<file path="src/fsc_defines.vh">
`ifndef FSC_DEFINES_VH
`define FSC_DEFINES_VH
`define FSC_ADDR_FIXED      4'hc
`define FSC_REG_STATUS      4'h0
`define FSC_REG_SETUP       4'h1
`define FSC_REG_SIGCTL      4'h2
`define FSC_REG_SUPCTL      4'h3
`define FSC_REG_IND_AH      4'h4
`define FSC_REG_IND_AL      4'h5
`define FSC_REG_IND_BH      4'h6
`define FSC_REG_IND_BL      4'h7
`define FSC_REG_CHECK       4'h8
`define FSC_RST_STATUS      8'h00
`define FSC_RST_SETUP       8'h80
`define FSC_RST_SIGCTL      8'h21
`define FSC_RST_SUPCTL      8'h21
`define FSC_RST_OTHER       8'h00
`define FSC_ST_SUPPLY       7
`define FSC_ST_THERMAL      5
`define FSC_ST_SIGOVL       4
`define FSC_ST_SUPOVL       3
`define FSC_ST_REGUV        1
`define FSC_ST_CHECK        0
`define FSC_CLK_MHZ         40
`define FSC_US_UNIT         40
`define FSC_RESTART_MULT    255
`define FSC_SUP_DELAY_US    500
`define FSC_SUP_RESTART_MS  64
`define FSC_SUP_RESTART_CYC (`FSC_SUP_RESTART_MS * 1000 * `FSC_CLK_MHZ)
`endif

</file>
<file path="src/fsc_regs.v">
`timescale 1ns/10ps
`default_nettype none
`include "fsc_defines.vh"
module fsc_regs #(
  parameter SUP_RESTART_CYC = `FSC_SUP_RESTART_CYC // long count, shortenable
) (
  // clock and reset
  input  wire       core_clk,
  input  wire       rst,
  // serial bus pins
  input  wire       scl_in,
  input  wire       sda_in,
  output wire       sda_out,
  output wire       sda_oe_n,
  // address straps
  input  wire       addr_strap_bit0,
  input  wire       addr_strap_bit1,
  input  wire       addr_strap_bit2,
  // fault sources (levels from analog monitors)
  input  wire       supply_line_fault,
  input  wire       supply_enable,
  input  wire       thermal_fault,
  input  wire       regulator_undervoltage,
  input  wire       check_error,
  input  wire       signal_overcurrent,
  input  wire       supply_overcurrent,
  // channel inputs: signal_in and aux_in to debounce, channel_enable used directly
  input  wire       signal_in,
  input  wire       aux_in,
  input  wire       channel_enable,
  // outputs
  output wire       irq_n,
  output reg        signal_drive_en,
  output reg        supply_drive_en,
  output reg        signal_pulldown_enable,
  output reg        aux_pulldown_enable,
  output reg        sink_current_select,
  output reg  [1:0] signal_cutoff_current,
  output reg  [7:0] output_stage_mode,
  output reg        signal_filt,
  output reg        aux_filt
);
  // bus states
  localparam S_IDLE = 3'd0;
  localparam S_ADDR = 3'd1;
  localparam S_WDAT = 3'd2;
  localparam S_RDAT = 3'd3;
  localparam S_IGN  = 3'd4;

  // synchronisers: first stage only feeds the second
  reg [1:0] scl_s1_q, scl_s2_q;
  reg [1:0] sda_s1_q, sda_s2_q;
  reg [2:0] strap_s1_q, strap_s2_q;
  reg [6:0] mon_s1_q, mon_s2_q;
  reg [2:0] in_s1_q, in_s2_q;
  reg       scl_q, sda_q;       // previous synchronised levels
  always @(posedge core_clk) begin
    scl_s1_q   <= {1'b0, scl_in};
    scl_s2_q   <= scl_s1_q;
    sda_s1_q   <= {1'b0, sda_in};
    sda_s2_q   <= sda_s1_q;
    strap_s1_q <= {addr_strap_bit2, addr_strap_bit1, addr_strap_bit0};
    strap_s2_q <= strap_s1_q;
    mon_s1_q   <= {supply_line_fault, supply_enable, thermal_fault,
                   regulator_undervoltage, check_error,
                   signal_overcurrent, supply_overcurrent};
    mon_s2_q   <= mon_s1_q;
    in_s1_q    <= {signal_in, aux_in, channel_enable};
    in_s2_q    <= in_s1_q;
    scl_q      <= scl_s2_q[0];
    sda_q      <= sda_s2_q[0];
  end
  wire scl = scl_s2_q[0];
  wire sda = sda_s2_q[0];
  wire scl_rise = scl & ~scl_q;
  wire scl_fall = ~scl & scl_q;
  wire start_c = scl & scl_q & sda_q & ~sda;
  wire stop_c  = scl & scl_q & ~sda_q & sda;
  wire m_sup = mon_s2_q[6], m_sen = mon_s2_q[5], m_thm = mon_s2_q[4];
  wire m_reg = mon_s2_q[3], m_chk = mon_s2_q[2];
  wire m_soc = mon_s2_q[1], m_loc = mon_s2_q[0];
  wire en_ch = in_s2_q[0];

  // register storage
  reg [7:0] status_q, setup_q, sigctl_q, supctl_q, check_q;
  reg [7:0] ind_q [0:3];
  reg [3:0] regidx_q;           // selected register

  // bus engine
  reg [2:0] st_q;
  reg [3:0] bit_q;              // 0..7 data, 8 ack slot
  reg [7:0] sh_q;
  reg       first_q;            // first write byte is register index
  reg       rw_q;
  reg       ack_q;              // pull sda low in ack slot
  reg       drv_q;              // drive read bit
  reg       rd_ok_q;            // status read got master ack
  reg       rd_stat_q;          // current read byte is status
  reg [7:0] snap_q;             // flags seen at read start
  reg       access_p;           // pulse: any register access
  reg       clr_p;              // pulse: status read completed
  reg [7:0] clr_mask_q;

  // readback mux, reserved status bits forced to zero
  function [7:0] rd_mux;
    input [3:0] idx;
    begin
      case (idx)
        `FSC_REG_STATUS: rd_mux = status_q & 8'hbb;
        `FSC_REG_SETUP:  rd_mux = setup_q;
        `FSC_REG_SIGCTL: rd_mux = sigctl_q;
        `FSC_REG_SUPCTL: rd_mux = supctl_q;
        `FSC_REG_CHECK:  rd_mux = check_q;
        default:         rd_mux = (idx < 4'h8) ? ind_q[idx[1:0]] : 8'h00;
      endcase
    end
  endfunction

  wire [6:0] own_addr = {`FSC_ADDR_FIXED, strap_s2_q};
  integer i;

  // serial engine: bits on scl rise, drive changes on scl fall
  always @(posedge core_clk) begin
    access_p <= 1'b0;
    clr_p    <= 1'b0;
    if (rst) begin
      st_q <= S_IDLE; bit_q <= 4'h0; sh_q <= 8'h00; first_q <= 1'b0;
      rw_q <= 1'b0; ack_q <= 1'b0; drv_q <= 1'b0; regidx_q <= 4'h0;
      setup_q <= `FSC_RST_SETUP; sigctl_q <= `FSC_RST_SIGCTL;
      supctl_q <= `FSC_RST_SUPCTL; check_q <= `FSC_RST_OTHER;
      for (i = 0; i < 4; i = i + 1) ind_q[i] <= `FSC_RST_OTHER;
      rd_stat_q <= 1'b0; snap_q <= 8'h00; clr_mask_q <= 8'h00;
    end else if (start_c) begin
      st_q <= S_ADDR; bit_q <= 4'h0; ack_q <= 1'b0; drv_q <= 1'b0;
    end else if (stop_c) begin
      st_q <= S_IDLE; ack_q <= 1'b0; drv_q <= 1'b0;
    end else if (st_q != S_IDLE && st_q != S_IGN) begin
      if (scl_rise && bit_q < 4'h8) begin
        // a read byte only moves on falls, never while scl is high
        if (st_q != S_RDAT)
          sh_q <= {sh_q[6:0], sda}; // msb first
        bit_q <= bit_q + 4'h1;
      end else if (scl_rise && bit_q == 4'h8) begin
        bit_q <= 4'h0;
        if (st_q == S_RDAT) begin
          if (sda) st_q <= S_IGN;   // master nack ends read
          if (!sda && rd_stat_q) begin
            clr_p      <= 1'b1;
            clr_mask_q <= snap_q;
          end
        end
      end else if (scl_fall && bit_q == 4'h8 && !ack_q
                   && st_q != S_RDAT) begin
        // ninth pulse: decide acknowledge
        if (st_q == S_ADDR) begin
          if (sh_q[7:1] == own_addr) begin
            ack_q <= 1'b1; rw_q <= sh_q[0];
            first_q <= ~sh_q[0];
          end else
            st_q <= S_IGN;
        end else begin
          ack_q <= 1'b1; access_p <= 1'b1;
          if (first_q) begin
            regidx_q <= sh_q[3:0];
            first_q  <= 1'b0;
          end else begin
            case (regidx_q)
              `FSC_REG_SETUP:  setup_q  <= sh_q;
              `FSC_REG_SIGCTL: sigctl_q <= sh_q;
              `FSC_REG_SUPCTL: supctl_q <= sh_q & 8'hbf;
              `FSC_REG_CHECK:  check_q  <= sh_q;
              default: if (regidx_q[3:2] == 2'b01)
                ind_q[regidx_q[1:0]] <= sh_q;
            endcase
            regidx_q <= regidx_q + 4'h1;
          end
        end
      end else if (scl_fall && ack_q) begin
        ack_q <= 1'b0;
        if (st_q == S_ADDR)
          st_q <= rw_q ? S_RDAT : S_WDAT;
        if (rw_q && st_q == S_ADDR || st_q == S_RDAT) begin
          sh_q <= rd_mux(regidx_q);
          rd_stat_q <= (regidx_q == `FSC_REG_STATUS);
          snap_q <= status_q;       // read begins after these set
          drv_q <= 1'b1; access_p <= 1'b1;
        end
      end else if (scl_fall && st_q == S_RDAT && bit_q < 4'h8) begin
        if (bit_q != 4'h0) sh_q <= {sh_q[6:0], 1'b1};
        else begin                  // master acked: load the next byte
          sh_q <= rd_mux(regidx_q);
          rd_stat_q <= (regidx_q == `FSC_REG_STATUS);
          snap_q <= status_q;
          drv_q <= 1'b1; access_p <= 1'b1;
        end
      end else if (scl_fall && st_q == S_RDAT && bit_q == 4'h8) begin
        drv_q <= 1'b0;              // release for master ack
        regidx_q <= regidx_q + 4'h1;
      end
    end
  end
  wire sda_low = ack_q | (drv_q & ~sh_q[7]);
  assign sda_out  = 1'b0;
  assign sda_oe_n = ~sda_low;       // open drain, low enable drives

  // protection timers
  wire [1:0] tsel = sigctl_q[4:3];
  wire [13:0] dly_cyc = (14'd100 + {5'd0, tsel, 5'd0} + {6'd0, tsel, 4'd0}
                         + {8'd0, tsel, 1'b0}) * 14'd0 + 14'd0;
  function [13:0] sig_delay;
    input [1:0] s;
    begin
      sig_delay = (14'd100 + 14'd50 * {12'd0, s}) * `FSC_US_UNIT;
    end
  endfunction
  reg  [13:0] soc_cnt_q;
  reg  [7:0]  soc_per_q;
  reg  [13:0] soc_tick_q;
  reg         soc_off_q;
  reg  [14:0] loc_cnt_q;
  reg  [31:0] loc_rst_q;
  reg         loc_off_q;
  reg         sen_q;
  wire        sig_cut = soc_cnt_q >= sig_delay(tsel);
  wire        sup_dly_done = supctl_q[3] ||
                {17'd0, loc_cnt_q} >= (`FSC_SUP_DELAY_US * `FSC_US_UNIT);
  wire        sup_cut = m_loc && !supctl_q[4] && sup_dly_done;
  wire        sig_set = m_soc && sig_cut && !soc_off_q;
  wire        sup_set = sup_cut && !loc_off_q;
  wire        sig_restart_done = {24'd0, soc_per_q} == `FSC_RESTART_MULT;
  wire        sup_restart_done = loc_rst_q == SUP_RESTART_CYC;

  always @(posedge core_clk) begin
    if (rst) begin
      soc_cnt_q <= 14'd0; soc_per_q <= 8'd0; soc_tick_q <= 14'd0;
      soc_off_q <= 1'b0; loc_cnt_q <= 15'd0; loc_rst_q <= 32'd0;
      loc_off_q <= 1'b0;
    end else begin
      // overcurrent must persist for the delay before cutting
      soc_cnt_q <= (m_soc && !soc_off_q && !sig_cut) ? soc_cnt_q + 14'd1
                 : (m_soc ? soc_cnt_q : 14'd0);
      loc_cnt_q <= (m_loc && !loc_off_q && !sup_dly_done)
                 ? loc_cnt_q + 15'd1 : (m_loc ? loc_cnt_q : 15'd0);
      if (sig_set) begin
        soc_off_q <= 1'b1; soc_per_q <= 8'd0; soc_tick_q <= 14'd0;
      end else if (soc_off_q) begin
        if (sigctl_q[2]) begin      // latched until bus access
          if (access_p) soc_off_q <= 1'b0;
        end else if (sig_restart_done) begin // 255 delay periods
          soc_off_q <= 1'b0; soc_cnt_q <= 14'd0;
        end else if (soc_tick_q + 14'd1 >= sig_delay(tsel)) begin
          soc_tick_q <= 14'd0; soc_per_q <= soc_per_q + 8'd1;
        end else
          soc_tick_q <= soc_tick_q + 14'd1;
      end
      if (sup_set) begin
        loc_off_q <= 1'b1; loc_rst_q <= 32'd0;
      end else if (loc_off_q) begin
        if (supctl_q[2]) begin
          if (access_p) loc_off_q <= 1'b0;
        end else if (sup_restart_done) begin
          loc_off_q <= 1'b0; loc_cnt_q <= 15'd0;
        end else
          loc_rst_q <= loc_rst_q + 32'd1;
      end
    end
  end

  // status flags: set wins over the read clear
  wire [7:0] persist = {m_sup, 1'b0, m_thm,
                        soc_off_q & ~sigctl_q[2], loc_off_q & ~supctl_q[2],
                        1'b0, m_reg, 1'b0};
  wire [7:0] setv = {(m_sup & m_sen) | (m_sen & ~sen_q), 1'b0, m_thm,
                     sig_set, sup_set, 1'b0, m_reg, m_chk};
  always @(posedge core_clk) begin
    if (rst) begin
      status_q <= `FSC_RST_STATUS; sen_q <= 1'b0;
    end else begin
      sen_q <= m_sen;
      status_q <= ((status_q & ~(clr_p ? (clr_mask_q & ~persist) : 8'h00))
                   | setv) & 8'hbb;
    end
  end
  assign irq_n = ~|(status_q & 8'hbb);

  // debounce: input must hold steady for the chosen time
  function [11:0] db_cyc;
    input [1:0] s;
    begin
      case (s)
        2'd0:    db_cyc = 12'd0;
        2'd1:    db_cyc = 12'd5 * `FSC_US_UNIT;
        2'd2:    db_cyc = 12'd20 * `FSC_US_UNIT;
        default: db_cyc = 12'd100 * `FSC_US_UNIT;
      endcase
    end
  endfunction
  reg [11:0] dbs_q, dba_q;
  always @(posedge core_clk) begin
    if (rst) begin
      dbs_q <= 12'd0; dba_q <= 12'd0; signal_filt <= 1'b0;
      aux_filt <= 1'b0;
    end else begin
      if (in_s2_q[2] == signal_filt) dbs_q <= 12'd0;
      else if (dbs_q >= db_cyc(sigctl_q[1:0])) signal_filt <= in_s2_q[2];
      else dbs_q <= dbs_q + 12'd1;
      if (in_s2_q[1] == aux_filt) dba_q <= 12'd0;
      else if (dba_q >= db_cyc(supctl_q[1:0])) aux_filt <= in_s2_q[1];
      else dba_q <= dba_q + 12'd1;
    end
  end

  // control outputs from flops
  always @(posedge core_clk) begin
    if (rst) begin
      signal_drive_en <= 1'b0; supply_drive_en <= 1'b0;
      signal_pulldown_enable <= 1'b0; aux_pulldown_enable <= 1'b0;
      sink_current_select <= 1'b1; signal_cutoff_current <= 2'b01;
      output_stage_mode <= `FSC_RST_SETUP;
    end else begin
      signal_drive_en <= ~soc_off_q & ~status_q[5];
      supply_drive_en <= ~loc_off_q & ~status_q[5];
      signal_pulldown_enable <= sigctl_q[7] & ~en_ch;
      aux_pulldown_enable <= supctl_q[7];
      sink_current_select <= supctl_q[5];
      signal_cutoff_current <= sigctl_q[6:5];
      output_stage_mode <= setup_q;
    end
  end
  wire unused_ok = &{1'b0, dly_cyc, scl_s2_q[1], sda_s2_q[1]};
endmodule // fsc_regs
`default_nettype wire

</file>
<file path="config.mk">
export PLATFORM = sky130hd
export DESIGN_NAME = fsc_regs
export DESIGN_NICKNAME = d
export VERILOG_FILES = /design/src/fsc_regs.v
export VERILOG_INCLUDE_DIRS = /design/src
export SDC_FILE = /design/constraint.sdc
export NUM_CORES = 1
export LEC_CHECK = 0
export BUFFER_PORTS_ARGS = -buffer_cell sky130_fd_sc_hd__buf_2
export CAP_MARGIN = 20
export CORE_ASPECT_RATIO = 0.6
export CORE_MARGIN = 2
export CORE_UTILIZATION = 50
export CTS_CLUSTER_DIAMETER = 80
export CTS_CLUSTER_SIZE = 8
export DETAILED_ROUTE_END_ITERATION = 6
export GPL_TIMING_DRIVEN = 0
export PLACE_DENSITY_LB_ADDON = 0.15
export SYNTH_ARGS = -nofsm -noshare
export SYNTH_HDL_FRONTEND = slang
export SYNTH_SLANG_ARGS = --single-unit
</file>
<file path="constraint.sdc">
create_clock -name core_clk -period 10.35 [get_ports core_clk]
set_input_delay 1.035 -clock core_clk [delete_from_list [all_inputs] [get_ports core_clk]]
set_output_delay 1.035 -clock core_clk [all_outputs]
set_load 0.02 [all_outputs]
</file>
=== Yosys cells after proc, flatten, opt, wreduce, memory -nomap -nowiden ===
Memories as Yosys holds them, arrays and structs flattened. A register that Yosys moved wholly into a read port is not among the register bits.
Index checks and enable logic that the tools add are counted.

* Word-level logic and storage cells: 341
* Input bits: 17
* Register bits after elaboration: 240
* Memory bits (writable): 32
* Memories: 1

{| class="wikitable"
|+ Memory list
! memory !! depth !! bits a word !! read ports !! clocked after memory_dff !! write ports !! RTL line !! source
|-
| ind_q || 4 || 8 || 1 || 1 || 4 || fsc_regs.v:86 || <nowiki>reg [7:0] ind_q [0:3];</nowiki>
|}

* Muxes and demuxes: 105
* Reduce and logical (&&, ||, !) cells: 78
* $lt $le $gt $ge: 7
* $add $sub $neg: 10
* Eq/ne operators: 38
* Bitwise gates (word level): 49
* Multipliers: 2

{| class="wikitable"
|+ Operator list
! operator !! number
|-
| $mux W8 || 15
|-
| $mux W14 || 7
|-
| $mux W15 || 6
|-
| $pmux W12 S3 || 2
|-
| $reduce_and A9 Y1 || 6
|-
| $mux W1 || 51
|-
| $mux W12 || 4
|-
| $pmux W8 S5 || 1
|-
| $reduce_and A7 Y1 || 5
|-
| $add A32 B1 Y32 const B || 1
|-
| $eq A32 B22 Y1 const B || 1
|-
| $mux W4 || 8
|-
| $add A14 B1 Y14 const B || 2
|-
| $ge A14 B14 Y1 || 2
|-
| $not A1 Y1 || 27
|-
| $add A12 B1 Y12 const B || 2
|-
| $ge A12 B12 Y1 || 2
|-
| $mux W3 || 8
|-
| $logic_and A1 B1 Y1 || 21
|-
| $and A8 B8 Y8 || 2
|-
| $not A8 Y8 || 2
|-
| $reduce_and A8 Y1 || 2
|-
| $add A15 B1 Y15 const B || 1
|-
| $and A1 B1 Y1 || 15
|-
| other kinds (45) || 96
|}

=== Logic depth before layout (Yosys ltp) ===
* Depth after elaboration: 15
* Depth in mapped cells: 16

=== Worst setup path after synthesis ===
No wires, ideal clock.

* Path type: register to register
* Start: register sigctl_q[4]
* End: register soc_per_q[5]
* Arrival: 3.596 ns
* Required time: 10.279 ns
* Slack: 6.684 ns
* Setup time: 0.071 ns
* Stages on the path, launching flop included: 14
* Path through: dfxtp_1 > inv_1 > ha_1 > xnor2_1 > a21o_1 > fa_1 > xnor2_1 > xnor2_1 > ha_1 > nand4_1 > a311oi_1 > o21ai_1 > or4_1 > a21oi_1

* Longest elaborated chain between the ends: 7

{| class="wikitable"
|+ RTL lines
! element !! RTL line !! source
|-
| from (decl) || fsc_regs.v:85 || <nowiki>reg [7:0] status_q, setup_q, sigctl_q, supctl_q, check_q;</nowiki>
|-
| from (signal assigned) || fsc_regs.v:129 || <nowiki>setup_q <= `FSC_RST_SETUP; sigctl_q <= `FSC_RST_SIGCTL;</nowiki>
|-
| from (signal assigned) || fsc_regs.v:169 || <nowiki>`FSC_REG_SIGCTL: sigctl_q <= sh_q;</nowiki>
|-
| $mul A5 B2 Y7 (*) || fsc_regs.v:213 || <nowiki>sig_delay = (14'd100 + 14'd50 * {12'd0, s}) * `FSC_US_UNIT;</nowiki>
|-
| $add A7 B8 Y9 (*) || fsc_regs.v:213 ||
|-
| $mul A9 B3 Y11 (no source line) (*) || -- ||
|-
| $ge A14 B14 Y1 || fsc_regs.v:224 || <nowiki>wire sig_cut = soc_cnt_q >= sig_delay(tsel);</nowiki>
|-
| $logic_and A1 B1 Y1 (2 in a row) || fsc_regs.v:228 || <nowiki>wire sig_set = m_soc && sig_cut && !soc_off_q;</nowiki>
|-
| $reduce_or A2 Y1 (no source line) || -- ||
|-
| to (signal assigned) || fsc_regs.v:235 || <nowiki>soc_cnt_q <= 14'd0; soc_per_q <= 8'd0; soc_tick_q <= 14'd0;</nowiki>
|-
| to (signal assigned) || fsc_regs.v:245 || <nowiki>soc_off_q <= 1'b1; soc_per_q <= 8'd0; soc_tick_q <= 14'd0;</nowiki>
|-
| to (signal assigned) || fsc_regs.v:252 || <nowiki>soc_tick_q <= 14'd0; soc_per_q <= soc_per_q + 8'd1;</nowiki>
|-
| to (decl) || fsc_regs.v:217 || <nowiki>reg [7:0] soc_per_q;</nowiki>
|}

Mark *: on every way between the ends. The rest lies on a longest branch, timed or not.
A chain may end at the register's enable or synchronous reset.

=== Worst setup path in the final report ===
Ends and elaborated chain as after synthesis.

==> run_results.csv <==
group,metric,value,unit
timing,setup_tns,0,ns
clock_tree,cts_tree,"yes",
timing,skew,0.0232,ns
grt,grt_pass1_vias,9372,
critical_path,cpMostUsedCell,"xnor2_1",
pwr,finalPower,2.27,mW
synthesis,synth.most_common_cell,"dfxtp_1",
detailed_routing,drtIter0Drc,924,
critical_path,path_cells,"inv_1 -> ha_1 -> xnor2_1 -> a21o_1 -> fa_1 -> xnor2_1 -> xnor2_1 -> ha_1 -> nand4_1 -> a311oi_1 -> o21ai_1 -> or4_1 -> a21oi_1",
detailed_routing,routedWlPerCell,17.8,microns
critical_path,slowest_stage,"a311oi_1",
clock_tree,clock-sinks,268,
critical_path,worst-setup-path-type,"register to register",
clock_tree,cts-root-buf,"clkbuf_16",
timing,post-route-min-period,4.60,ns
detailed_routing,vias_per_cell,5.70,
clock_tree,post_cts_buffers,0,
clock_tree,cts-hold-fix-buffers,0,
synthesis,synth_top_cells_by_count,"dfxtp_1 (236), nor2_1 (194), nand2_1 (77)",
grt,grt_max_degree,11,
timing,rsz0062_at_grt,"false",
place,portBuffers,35,
critical_path,crit_path_end_kind,"register",
detailed_routing,highest_layer,"met4",
synthesis,syn_nets,1419,
pwr,p_per_area,162,nW/um^2
cells_and_area,drive_gt1_frac,0.0730,
critical_path,worst-path-buf-inv,1,
run,drv_cap,0,
critical_path,cp_data_required_time,10.79,ns
clock_tree,cts_buffers,39,
die,core-area,24300,sq um
detailed_routing,vias,9944,
die,die-area,26200,sq um
timing,worstMarginPinSlew,1.09,ns
run_status,status,"completed",
synthesis,synthCells,1341,
place,post-place-ws,5.85,ns
synthesis,synth-main-ff-cell,"dfxtp_1",
timing,drv_slew,0,
place,hpwl,22200,microns
synthesis,synth.avg_cell_area,9.27,sq um
detailed_routing,firstDrtPassIters,6,
timing,fin_ws,5.75,ns
pwr,p_leak,5.38,nW
synthesis,synthTopCellsByArea,"dfxtp_1 (38%), edfxtp_1 (7.7%), ha_1 (6.0%), nor2_1 (5.9%), xor2_1 (3.8%)",
clock_tree,clk_latency,0.53,ns
hold_path,min_path_type,"register to register",
clock_tree,ctsResizeCount,0,
die,die_y,126,microns
cells_and_area,nets,1495,
grt,grt_use_total,0.242,
synthesis,syn-cell-area,12400,sq um
synthesis,async_flop_share,0,
detailed_routing,ant_nets,0,
die,io_pins,37,
detailed_routing,wl_met3,2650,microns
pwr,vdd_drop_max,0.117,mV
cells_and_area,n_antenna_cell,0,
grt,gr-total-overflow,0,
timing,slew-limit-headroom,0.271,
synthesis,synth_cell_types,69,
die,die_x,208,microns
timing,hold_slack,0.320,ns
detailed_routing,drt-total-wl,31100,microns
synthesis,yosys.area.top_type,"dfxtp_1",
detailed_routing,wl_met2,11900,microns
timing,fmax,217,MHz
critical_path,cp_max_fo,10,
cells_and_area,stdcell_area,14000,sq um
synthesis,synth_edf_count,32,
clock_tree,clk_pin_slew,0.05,ns
place,gp_congestion,0.925,
clock_tree,clock_path_buffers,3,
die,num_rows,44,
timing,period_share,0.445,
critical_path,worstPathArrival,5.04,ns
synthesis,synth-seq-area-share,0.457,
detailed_routing,drc,0,
critical_path,max_stage_delay,0.79,ns
timing,setup_violations,0,
synthesis,synth-seq-cells,268,
clock_tree,htreeDepth,2,
synthesis,synth_top_area_frac,0.380,
cells_and_area,areaGrowthSynthToFinish,13.0,%
grt,grt_pass1_wl,50700,microns
detailed_routing,m1WireLength,16000,microns
grt,antenna_found_initial,0,
place,postPlaceCellArea,13000,sq um
critical_path,worst_setup_path_start_kind,"register",
synthesis,yosysWarningCount,0,
critical_path,cp_top_family,"compound AO/OA/AOI/OAI gates",
critical_path,rrSetupSlack,5.75,ns
timing,final_hold_viol_count,0,
die,initial_core_util,0.512,
-- layer usage --
layer  track usage  vias up
li1              -     4864
met1         0.385     4671
met2         0.319      354
met3        0.0549       55
met4        0.0664        0
met5             0        -
-- final cells by class --
class,count,area (sq um)
Fill cell,2130,10200
Tap cell,322,403
Timing Repair Buffer,35,175
Multi-Input combinational cell,963,6300
Sequential cell,268,5690
Clock buffer,46,1000
Clock inverter,2,38.8
Buffer,64,269
Inverter,46,173
-- flip-flops by register name (all words and copies together) (netlist names), 8 cells and up, named ones only --
signal / cells
setup_q: 8
output_stage_mode: 8
dba_q: 12
sigctl_q: 8
soc_cnt_q: 14
soc_tick_q: 14
loc_rst_q: 32
loc_cnt_q: 15
sh_q: 8
check_q: 8
ind_q: 32
dbs_q: 12
soc_per_q: 8
-- cells in the final DEF, fill, tap and decap left out, types with 18 or more instances in the layout --
cell | netlist | routed
dfxtp_1 | 236 | 236
nor2_1 | 194 | 194
nand2_1 | 77 | 77
a21oi_1 | 66 | 66
nand3_1 | 62 | 62
clkbuf_1 | 54 | 61
ha_1 | 60 | 60
xor2_1 | 54 | 54
inv_1 | 46 | 46
xnor2_1 | 43 | 43
nand4_1 | 40 | 40
clkbuf_16 | 0 | 39
buf_2 | 2 | 37
and2_1 | 36 | 36
mux2i_1 | 35 | 35
edfxtp_1 | 32 | 32
and3_1 | 24 | 24
nor3_1 | 23 | 23
o21ai_0 | 21 | 21
nand3b_1 | 19 | 19
nor4_1 | 18 | 18
-- where the power goes --
part	switching, mW	total [mW]	internal, mW	leakage (nW)
combinational	0.0397	0.0577	0.0180	2.64
clock	0.436	1.13	0.695	0.508
sequential	0.0108	1.08	1.07	2.23
-- metrics by stage --
stage               cells   util
detailed placement   1698  0.536
finish               1746  0.579
global route         1746  0.579
CTS                  1746  0.579
floorplan            1341      -
global placement     1698  0.536
-- worst paths after layout --
path | startpoint | endpoint | depth (start not counted)
worst min register to register | in_s1_q[1] | in_s2_q[1] | 0
worst max register to register | sigctl_q[4] | soc_per_q[5] | 13
worst min-delay path | in_s1_q[1] | in_s2_q[1] | 0
worst max-delay path | sigctl_q[4] | soc_per_q[5] | 13
-- cell families after synthesis --
| logic type | synth area share |
|---|---|
| muxes | 0.0427 |
| other | 0.000302 |
| adders and majority gates | 0.0620 |
| DFF | 0.457 |
| xor gates and xnor gates | 0.0684 |
| AOI/OAI and AO/OA | 0.0963 |
| and+or+nand+nor | 0.237 |
| buffers and inverters | 0.0355 |
Power figures use the tool's default switching activity.
